===== config.mk =====
export PLATFORM = sky130hd
export DESIGN_NAME = tpg_payload_regs
export DESIGN_NICKNAME = d
export VERILOG_FILES = /design/src/tpg_payload_regs.v /design/src/tpg_addr_byte.v
export VERILOG_INCLUDE_DIRS = /design/src
export SDC_FILE = /design/constraint.sdc
export NUM_CORES = 1
export LEC_CHECK = 0
export ABC_AREA = 1
export BUFFER_PORTS_ARGS = -buffer_cell sky130_fd_sc_hd__buf_2
export CORE_MARGIN = 3
export CORE_UTILIZATION = 59
export DETAILED_ROUTE_END_ITERATION = 10
export PLACE_DENSITY_LB_ADDON = 0.12
export SYNTH_ARGS = -nofsm -noshare
export SYNTH_HDL_FRONTEND = slang
export SYNTH_HIERARCHICAL = 1
export SYNTH_SLANG_ARGS = --single-unit

===== constraint.sdc =====
create_clock -name ref_clk_i -period 3.5 [get_ports ref_clk_i]
set_input_delay 0.35 -clock ref_clk_i [delete_from_list [all_inputs] [get_ports ref_clk_i]]
set_output_delay 0.35 -clock ref_clk_i [all_outputs]
set_load 0.02 [all_outputs]

===== src/tpg_defines.vh =====
// Constants for the test frame payload and firmware version register bank.
// Assumes word-indexed register offsets placed on APB at four bytes per index.
`ifndef TPG_DEFINES_VH
`define TPG_DEFINES_VH

// Register indices and their APB byte addresses (index times four)
`define TPG_IDX_GEN_CTRL     8'h1C
`define TPG_IDX_PAYLOAD      8'h1D
`define TPG_IDX_FW_VERSION   8'h1E
`define TPG_IDX_SPARE        8'h1F
`define TPG_ADDR_GEN_CTRL    8'h70
`define TPG_ADDR_PAYLOAD     8'h74
`define TPG_ADDR_FW_VERSION  8'h78
`define TPG_ADDR_SPARE       8'h7C

// Reset values
`define TPG_PAYLOAD_RST      16'h00AA
`define TPG_SPARE_RST        16'h0000

// Payload register fields
`define TPG_DST_NIB_HI       15
`define TPG_DST_NIB_LO       12
`define TPG_SRC_NIB_HI       11
`define TPG_SRC_NIB_LO       8
`define TPG_DBG_SEL_HI       3
`define TPG_DBG_SEL_LO       0
`define TPG_RED_OPT_HI       6
`define TPG_RED_OPT_LO       5
`define TPG_ACC_SEL_BIT      7

// Generator control fields
`define TPG_CTRL_EN_BIT      0
`define TPG_CTRL_START_BIT   1
`define TPG_CTRL_TYPE_HI     9
`define TPG_CTRL_TYPE_LO     8
`define TPG_CTRL_BUSY_BIT    15

// Content type codes
`define TPG_TYPE_RANDOM      2'h0
`define TPG_TYPE_BYTEINC     2'h1
`define TPG_TYPE_FIXED       2'h2
`define TPG_TYPE_DEBUG       2'h3

// Frame layout, FCS excluded
`define TPG_FRAME_LEN        6'h3C
`define TPG_HDR_LEN          6'h0E
`define TPG_ETHERTYPE        16'h88B5
`define TPG_LFSR_SEED        8'hA5

`endif


===== src/tpg_payload_regs.v =====
// APB register bank for the test frame generator payload, firmware version
// and spare word, plus the frame byte generator they steer.
// Assumes a zero-wait APB master on ref_clk_i and a byte sink with ready.
`include "tpg_defines.vh"

module tpg_payload_regs #(
  parameter       FW_RELEASE = 1'b0,   // Arbitrary build values
  parameter [6:0] FW_MAJOR   = 7'h01,
  parameter [7:0] FW_MINOR   = 8'h00
) (
  input  wire        ref_clk_i,
  input  wire        sys_rst_i,
  input  wire        ce_i,
  input  wire        psel_i,
  input  wire        penable_i,
  input  wire        pwrite_i,
  input  wire [7:0]  paddr_i,
  input  wire [31:0] pwdata_i,
  output wire [31:0] prdata_o,
  output wire        pready_o,
  output wire        pslverr_o,
  input  wire [7:0]  dbg_data_i,
  output wire [3:0]  debug_source_select_o,
  input  wire        tx_ready_i,
  output wire        tx_valid_o,
  output wire [7:0]  tx_data_o,
  output wire        tx_last_o
);

  localparam ST_IDLE = 1'b0;
  localparam ST_SEND = 1'b1;

  reg  [15:0] payload_q;
  reg         en_q;
  reg         start_q;
  reg  [1:0]  type_q;
  reg         state_q;
  reg  [5:0]  idx_q;
  reg  [7:0]  pay_cnt_q;
  reg  [7:0]  lfsr_q;
  reg  [7:0]  data_q;
  reg  [31:0] rdata_q;
  reg         state_d;
  reg  [5:0]  idx_d;
  reg  [7:0]  pay_cnt_d;
  reg  [7:0]  lfsr_d;
  reg  [7:0]  data_d;
  reg  [31:0] rdata_d;
  reg  [7:0]  dbg_mask;
  reg  [7:0]  pay_byte;

  wire        setup_w;
  wire        access_w;
  wire        wr_w;
  wire        mapped_w;
  wire        launch_w;
  wire        advance_w;
  wire        last_w;
  wire [15:0] fw_word_w;
  wire [15:0] ctrl_word_w;
  wire [7:0]  dst_byte_w;
  wire [7:0]  src_byte_w;
  wire [2:0]  dst_sel_w;
  wire [2:0]  src_sel_w;
  wire [3:0]  dst_nib_w;
  wire [3:0]  src_nib_w;
  wire [1:0]  red_opt_w;
  wire        full_acc_w;

  assign setup_w  = psel_i & ~penable_i;
  assign access_w = psel_i & penable_i;
  assign wr_w     = access_w & pwrite_i & ce_i;
  assign mapped_w = (paddr_i == `TPG_ADDR_GEN_CTRL) |
                    (paddr_i == `TPG_ADDR_PAYLOAD) |
                    (paddr_i == `TPG_ADDR_FW_VERSION) |
                    (paddr_i == `TPG_ADDR_SPARE);

  // Zero wait states; a frozen clock enable still completes the beat
  assign pready_o  = 1'b1;
  assign pslverr_o = access_w & ~mapped_w;
  assign prdata_o  = rdata_q;

  assign fw_word_w = {FW_RELEASE[0], FW_MAJOR, FW_MINOR};
  assign ctrl_word_w = {(state_q == ST_SEND), 5'h00, type_q, 6'h00, start_q, en_q};

  // Register writes; version and spare have no storage so writes fall away
  always @(posedge ref_clk_i or posedge sys_rst_i) begin
    if (sys_rst_i) begin
      payload_q <= `TPG_PAYLOAD_RST;
      en_q      <= 1'b0;
      type_q    <= `TPG_TYPE_FIXED;
      start_q   <= 1'b0;
    end else if (ce_i) begin
      if (wr_w && paddr_i == `TPG_ADDR_PAYLOAD) begin
        payload_q <= pwdata_i[15:0];
      end
      if (wr_w && paddr_i == `TPG_ADDR_GEN_CTRL) begin
        en_q   <= pwdata_i[`TPG_CTRL_EN_BIT];
        type_q <= pwdata_i[`TPG_CTRL_TYPE_HI:`TPG_CTRL_TYPE_LO];
      end
      // A new start request wins over the clear made by a launch
      if (wr_w && paddr_i == `TPG_ADDR_GEN_CTRL && pwdata_i[`TPG_CTRL_START_BIT]) begin
        start_q <= 1'b1;
      end else if (launch_w) begin
        start_q <= 1'b0;
      end
    end
  end

  // Read data captured in setup so it is stable through the access phase
  always @* begin
    if (paddr_i == `TPG_ADDR_GEN_CTRL) begin
      rdata_d = {16'h0000, ctrl_word_w};
    end else if (paddr_i == `TPG_ADDR_PAYLOAD) begin
      rdata_d = {16'h0000, payload_q};
    end else if (paddr_i == `TPG_ADDR_FW_VERSION) begin
      rdata_d = {16'h0000, fw_word_w};
    end else if (paddr_i == `TPG_ADDR_SPARE) begin
      rdata_d = {16'h0000, `TPG_SPARE_RST};
    end else begin
      rdata_d = 32'h0000_0000;
    end
  end

  always @(posedge ref_clk_i or posedge sys_rst_i) begin
    if (sys_rst_i) begin
      rdata_q <= 32'h0000_0000;
    end else if (ce_i && setup_w && !pwrite_i) begin
      rdata_q <= rdata_d;
    end
  end

  // Debug configuration view of the payload byte
  assign debug_source_select_o = payload_q[`TPG_DBG_SEL_HI:`TPG_DBG_SEL_LO];
  assign red_opt_w  = payload_q[`TPG_RED_OPT_HI:`TPG_RED_OPT_LO];
  assign full_acc_w = payload_q[`TPG_ACC_SEL_BIT];

  // Reduced accuracy drops 1, 2, 3 or 4 low bits depending on the option
  always @* begin
    if (full_acc_w) begin
      dbg_mask = 8'hFF;
    end else begin
      case (red_opt_w)
        2'h0:    dbg_mask = 8'hFE;
        2'h1:    dbg_mask = 8'hFC;
        2'h2:    dbg_mask = 8'hF8;
        default: dbg_mask = 8'hF0;
      endcase
    end
  end

  assign launch_w  = (state_q == ST_IDLE) & en_q & start_q;
  assign advance_w = (state_q == ST_SEND) & tx_ready_i;
  assign last_w    = (idx_q == `TPG_FRAME_LEN - 6'h01);

  // Next byte index for each address former; it registers one byte ahead
  assign dst_sel_w = idx_d[2:0];
  assign src_sel_w = (idx_d >= 6'h06) ? (idx_d[2:0] - 3'h6) : 3'h0;
  assign dst_nib_w = payload_q[`TPG_DST_NIB_HI:`TPG_DST_NIB_LO];
  assign src_nib_w = payload_q[`TPG_SRC_NIB_HI:`TPG_SRC_NIB_LO];

  tpg_addr_byte u_dst_addr (
    .ref_clk_i  (ref_clk_i),
    .sys_rst_i  (sys_rst_i),
    .ce_i       (ce_i),
    .nibble_i   (dst_nib_w),
    .byte_idx_i (dst_sel_w),
    .byte_o     (dst_byte_w)
  );

  tpg_addr_byte u_src_addr (
    .ref_clk_i  (ref_clk_i),
    .sys_rst_i  (sys_rst_i),
    .ce_i       (ce_i),
    .nibble_i   (src_nib_w),
    .byte_idx_i (src_sel_w),
    .byte_o     (src_byte_w)
  );

  // Payload content by type; the payload byte is content only for fixed
  always @* begin
    case (type_q)
      `TPG_TYPE_RANDOM:  pay_byte = lfsr_q;
      `TPG_TYPE_BYTEINC: pay_byte = pay_cnt_q;
      `TPG_TYPE_FIXED:   pay_byte = payload_q[7:0];
      default:           pay_byte = dbg_data_i & dbg_mask;
    endcase
  end

  // Frame sequencing
  always @* begin
    state_d   = state_q;
    idx_d     = idx_q;
    pay_cnt_d = pay_cnt_q;
    lfsr_d    = lfsr_q;
    data_d    = data_q;
    case (state_q)
      ST_IDLE: begin
        if (launch_w) begin
          state_d   = ST_SEND;
          idx_d     = 6'h00;
          pay_cnt_d = 8'h00;
        end
      end
      default: begin
        if (advance_w) begin
          if (last_w) begin
            state_d = ST_IDLE;
          end else begin
            idx_d = idx_q + 6'h01;
          end
          if (idx_q >= `TPG_HDR_LEN) begin
            pay_cnt_d = pay_cnt_q + 8'h01;
            lfsr_d    = {lfsr_q[6:0], lfsr_q[7] ^ lfsr_q[5] ^ lfsr_q[4] ^ lfsr_q[3]};
          end
        end
      end
    endcase
    // data_q samples the payload byte every cycle from index 13 on, stalls included; no output uses it
    if (idx_q == `TPG_HDR_LEN - 6'h01 || idx_q >= `TPG_HDR_LEN) begin
      data_d = pay_byte;
    end
  end

  always @(posedge ref_clk_i or posedge sys_rst_i) begin
    if (sys_rst_i) begin
      state_q   <= ST_IDLE;
      idx_q     <= 6'h00;
      pay_cnt_q <= 8'h00;
      lfsr_q    <= `TPG_LFSR_SEED;
      data_q    <= 8'h00;
    end else if (ce_i) begin
      state_q   <= state_d;
      idx_q     <= idx_d;
      pay_cnt_q <= pay_cnt_d;
      lfsr_q    <= lfsr_d;
      data_q    <= data_d;
    end
  end

  // Header bytes come straight from the address formers and the fixed EtherType
  reg  [7:0]  tx_byte;
  wire [15:0] ethertype_w;

  assign ethertype_w = `TPG_ETHERTYPE;
  always @* begin
    if (idx_q < 6'h06) begin
      tx_byte = dst_byte_w;
    end else if (idx_q < 6'h0C) begin
      tx_byte = src_byte_w;
    end else if (idx_q == 6'h0C) begin
      tx_byte = ethertype_w[15:8];
    end else if (idx_q == 6'h0D) begin
      tx_byte = ethertype_w[7:0];
    end else begin
      tx_byte = pay_byte;
    end
  end

  assign tx_valid_o = (state_q == ST_SEND);
  assign tx_data_o  = (idx_q < `TPG_HDR_LEN) ? tx_byte : pay_byte;
  assign tx_last_o  = tx_valid_o & last_w;

endmodule // tpg_payload_regs


===== src/tpg_addr_byte.v =====
// Forms one byte of a generated MAC address from its configured low nibble.
// Assumes the caller steps byte_idx_i from 0 (first sent) to 5.
module tpg_addr_byte #(
  parameter [23:0] PREFIX = 24'h02_00_00  // Arbitrary neutral prefix
) (
  input  wire       ref_clk_i,
  input  wire       sys_rst_i,
  input  wire       ce_i,
  input  wire [3:0] nibble_i,
  input  wire [2:0] byte_idx_i,
  output wire [7:0] byte_o
);

  wire [47:0] addr_w;
  reg  [7:0]  byte_q;

  // Prefix, then all-ones, then the configured nibble in the lowest place
  assign addr_w = {PREFIX, 8'hFF, 8'hFF, 4'hF, nibble_i};

  always @(posedge ref_clk_i or posedge sys_rst_i) begin
    if (sys_rst_i) begin
      byte_q <= 8'h00;
    end else if (ce_i) begin
      case (byte_idx_i)
        3'h0:    byte_q <= addr_w[47:40];
        3'h1:    byte_q <= addr_w[39:32];
        3'h2:    byte_q <= addr_w[31:24];
        3'h3:    byte_q <= addr_w[23:16];
        3'h4:    byte_q <= addr_w[15:8];
        default: byte_q <= addr_w[7:0];
      endcase
    end
  end

  assign byte_o = byte_q;

endmodule // tpg_addr_byte


==> results.md <==
* Vias/cell at 5.26
* Antenna-violating nets left at 0
* Number of H-tree levels at 3
* Max Slew Vio Count at 0
* Final setup fails at 0
* Worst R2R Setup Slack at 1.21 ns
* Met1 usage at 32.6%
* Tightest Pin Transition at 0.800 ns
* Clock buffer depth at 2
* Pleak at 0.00256 uW
* DRT Pass-1 Iters at 5
* Max Clock Skew at 0.00969 ns
* Initial Utilization at 62.0%
* Die ar. at 0.00836 mm2
* Syn. warnings at 6
* Number of global-route vias before repair at 3,748
* Most instantiated library cell after synthesis: nand2_1
* Setup Slack @ Placement at 1.30 ns
* 1st-iter DRT viols at 223
* Met2 Usage GRT at 42.4%
* Dominant cells by area after synthesis: dfrtp_1, nand2_1, nand3_1, inv_1, dfstp_2
* GRT Residual Overflow at 0
* Proportion of netlist area held by the largest area contributor at 34.9%
* Power Total at 2730 uW
* IO buf count at 69
* DRC at 0
* Die W at 91.4 um
* # rows at 30
* Cell taking the most area after synthesis: dfrtp_1
* Minimum clock period after layout at 2.60 ns
* Fin. Hold Viols at 0
* P&R area growth vs syn at 10.6%
* Crit share post-route at 74.3%
* Setup_tns at 0 ns
* Dpl hpwl at 7810 um
* Drt total wl at 10,300 um
* Max rail drop VDD at 296 uV
* Outcome: completed
* Syn Inst Count at 574
* Post-synth EDFFs at 0
* Die Ht at 91.4 um
* I/O pin count at 103
* Syn Area/Cell at 7.50 um2
* CTS Root Cell: clkbuf_8
* Number of diodes at 0
* Synth Flop Type: dfrtp_1
* Hold EP: payload_q[5]
* Fill cells at 609
* Max cap viols at 0
* R2R depth at 14
* Relative slew slack at 46.6%
* Total track usage at 26.0%
* First-pass GRT wire length at 17,400 um
* M3 GR Usage at 6.63%
* Worst hold stages at 3
* R2r startpoint: idx_q[0]
* Layout cell share with drive strength beyond 1 at 22.6%
* Clock Sinks at 69
* Critical Path RT at 3.15 ns
* Core ar. at 0.00694 mm2
* Fraction of registers with async set/reset at 100%
* Critical Path AT at 2.25 ns
* Distinct cells, synth at 41
* Total CTS buffers at 9
* Crit Reg-Reg Endpoint: u_src_addr/byte_o[0]
* Reg clk slew, reported paths at 0.07 ns
* Crit path max fanout at 15
* HP Class: primary input to flop
* Final Net Count at 691
* Initial antenna violation count at 0
* Routed via count at 3,862
* Post-synthesis register bit count at 69
* Worst Setup Slack, final at 0.899 ns
* Max Freq at 0.385 GHz
* Type of the worst setup path: flop to output port
* Post-synthesis cell area at 0.00431 mm2
* Seq/Total Area, Yosys at 40.4%
* Pwr dens at 573 mW/mm2
* Later-pin clock latency in the skew report at 0.35 ns
* Hold_sp: pwdata_i[5]
* RSZ-0062 raised after global routing: false
* CTS tree: built
* List of most frequent post-synthesis cells: nand2_1, inv_1, nand3_1, dfrtp_1, nor2_1
* Worst Setup Start Kind: flop
* Largest net degree at the start of global routing at 38
* Final Wtd Congestion at 0.895
* Setup crit end kind: output port
* GR peak layer: met2
* Avg WL per Cell at 14.0 um
* Critical Path Start: idx_q[4]
area by class of cell:
cell class	count	area (um2)	area share, %
Tap cell	96	120	2.52
Inverter	78	293	6.15
Multi-Input combinational cell	403	2050	43.0
Clock inverter	5	60.1	1.26
Clock buffer	11	131	2.76
Sequential cell	69	1740	36.5
Timing Repair Buffer	72	370	7.78
layer usage:
metal	routed length (um)	part of all wire, %
met1	4520	44
met2	4820	47
met3	673	6.6
met4	256	2.5
met5	0	0
cells in the final DEF (no fill, tap or decap), types with 2 or more instances in the layout:
cell       instances
clkbuf_1           2
o31ai_1            2
conb_1            17
nand2_4            2
o21ai_2           10
xnor2_1            3
nand2_1          160
o21ai_0           34
buf_2             69
o2111ai_1          2
inv_2              5
nor3_1             3
buf_4              2
inv_1             73
nand3_1           61
or2_2              2
o21ai_1            5
nor2_1            37
a21oi_2            7
o31ai_2            6
ha_1               3
nor2_2             5
a21oi_1           10
clkbuf_8           9
nand2_2            2
nand4_1            5
dfrtp_1           60
a31oi_1            9
dfstp_2            9
o211ai_1           2
nand3_2            4
xor2_1             3
sequential cells by signal, indices dropped and copies added (netlist names):
register	cells
idx_q	6
tx_valid_o	1
lfsr_q	8
pay_cnt_q	8
en_q	1
u_dst_addr/byte_o	5
start_q	1
u_src_addr/byte_o	5
payload_q	16
prdata_o	16
type_q	2
stage by stage:
step	instance area, um2	instances	util [%]	hold slack (ns)
floorplan	4360	589	-	0.129
global placement	4560	717	65.7	0.281
detailed placement	4560	717	65.7	0.280
CTS	4760	734	68.6	0.187
global route	4760	734	68.6	0.205
finish	4760	734	68.6	0.206
critical path, stage by stage (launching register included):
cell and delay (ns):
dfrtp_1 0.48, nor2_2 0.24, nand3_1 0.40, inv_1 0.19
nand2_1 0.06, nand2_1 0.06, a31oi_1 0.04, a21oi_1 0.22
buf_2 0.20
logic make-up (layout without fill, tap and decap cells):
group	after synthesis	after routing	share of synthesized area, %
and+or+nand+nor	287	287	29.9
buffers and inverters	117	166	13.4
AOI/OAI and AO/OA	90	90	14.1
DFF	69	69	40.4
xor gates and xnor gates	6	6	1.22
adders and majority gates	3	3	0.872
other	2	17	0.174
how the worst max path moves through the flow:
stage | end | cells past startpoint
floorplan | u_src_addr/byte_o[0] | 13
CTS | tx_data_o[6] | 8
global placement | u_src_addr/byte_o[0] | 14
detailed placement | u_src_addr/byte_o[0] | 14
global route | tx_data_o[6] | 8
finish | tx_data_o[6] | 8
report_power, final:
part / internal [uW] / total [uW] / switching, uW
Sequential: 952 / 1090 / 140
Combinational: 347 / 984 / 636
Clock: 332 / 650 / 318
repair_timing:
action                                  4_1_cts  5_1_grt
endpoints found under the setup margin        0        0
hold buffers                                  1        0
setup buffers                                 0        0
gates resized for setup                       0        0
hold endpoints to repair                     10        0
Power figures use the tool's default switching activity.
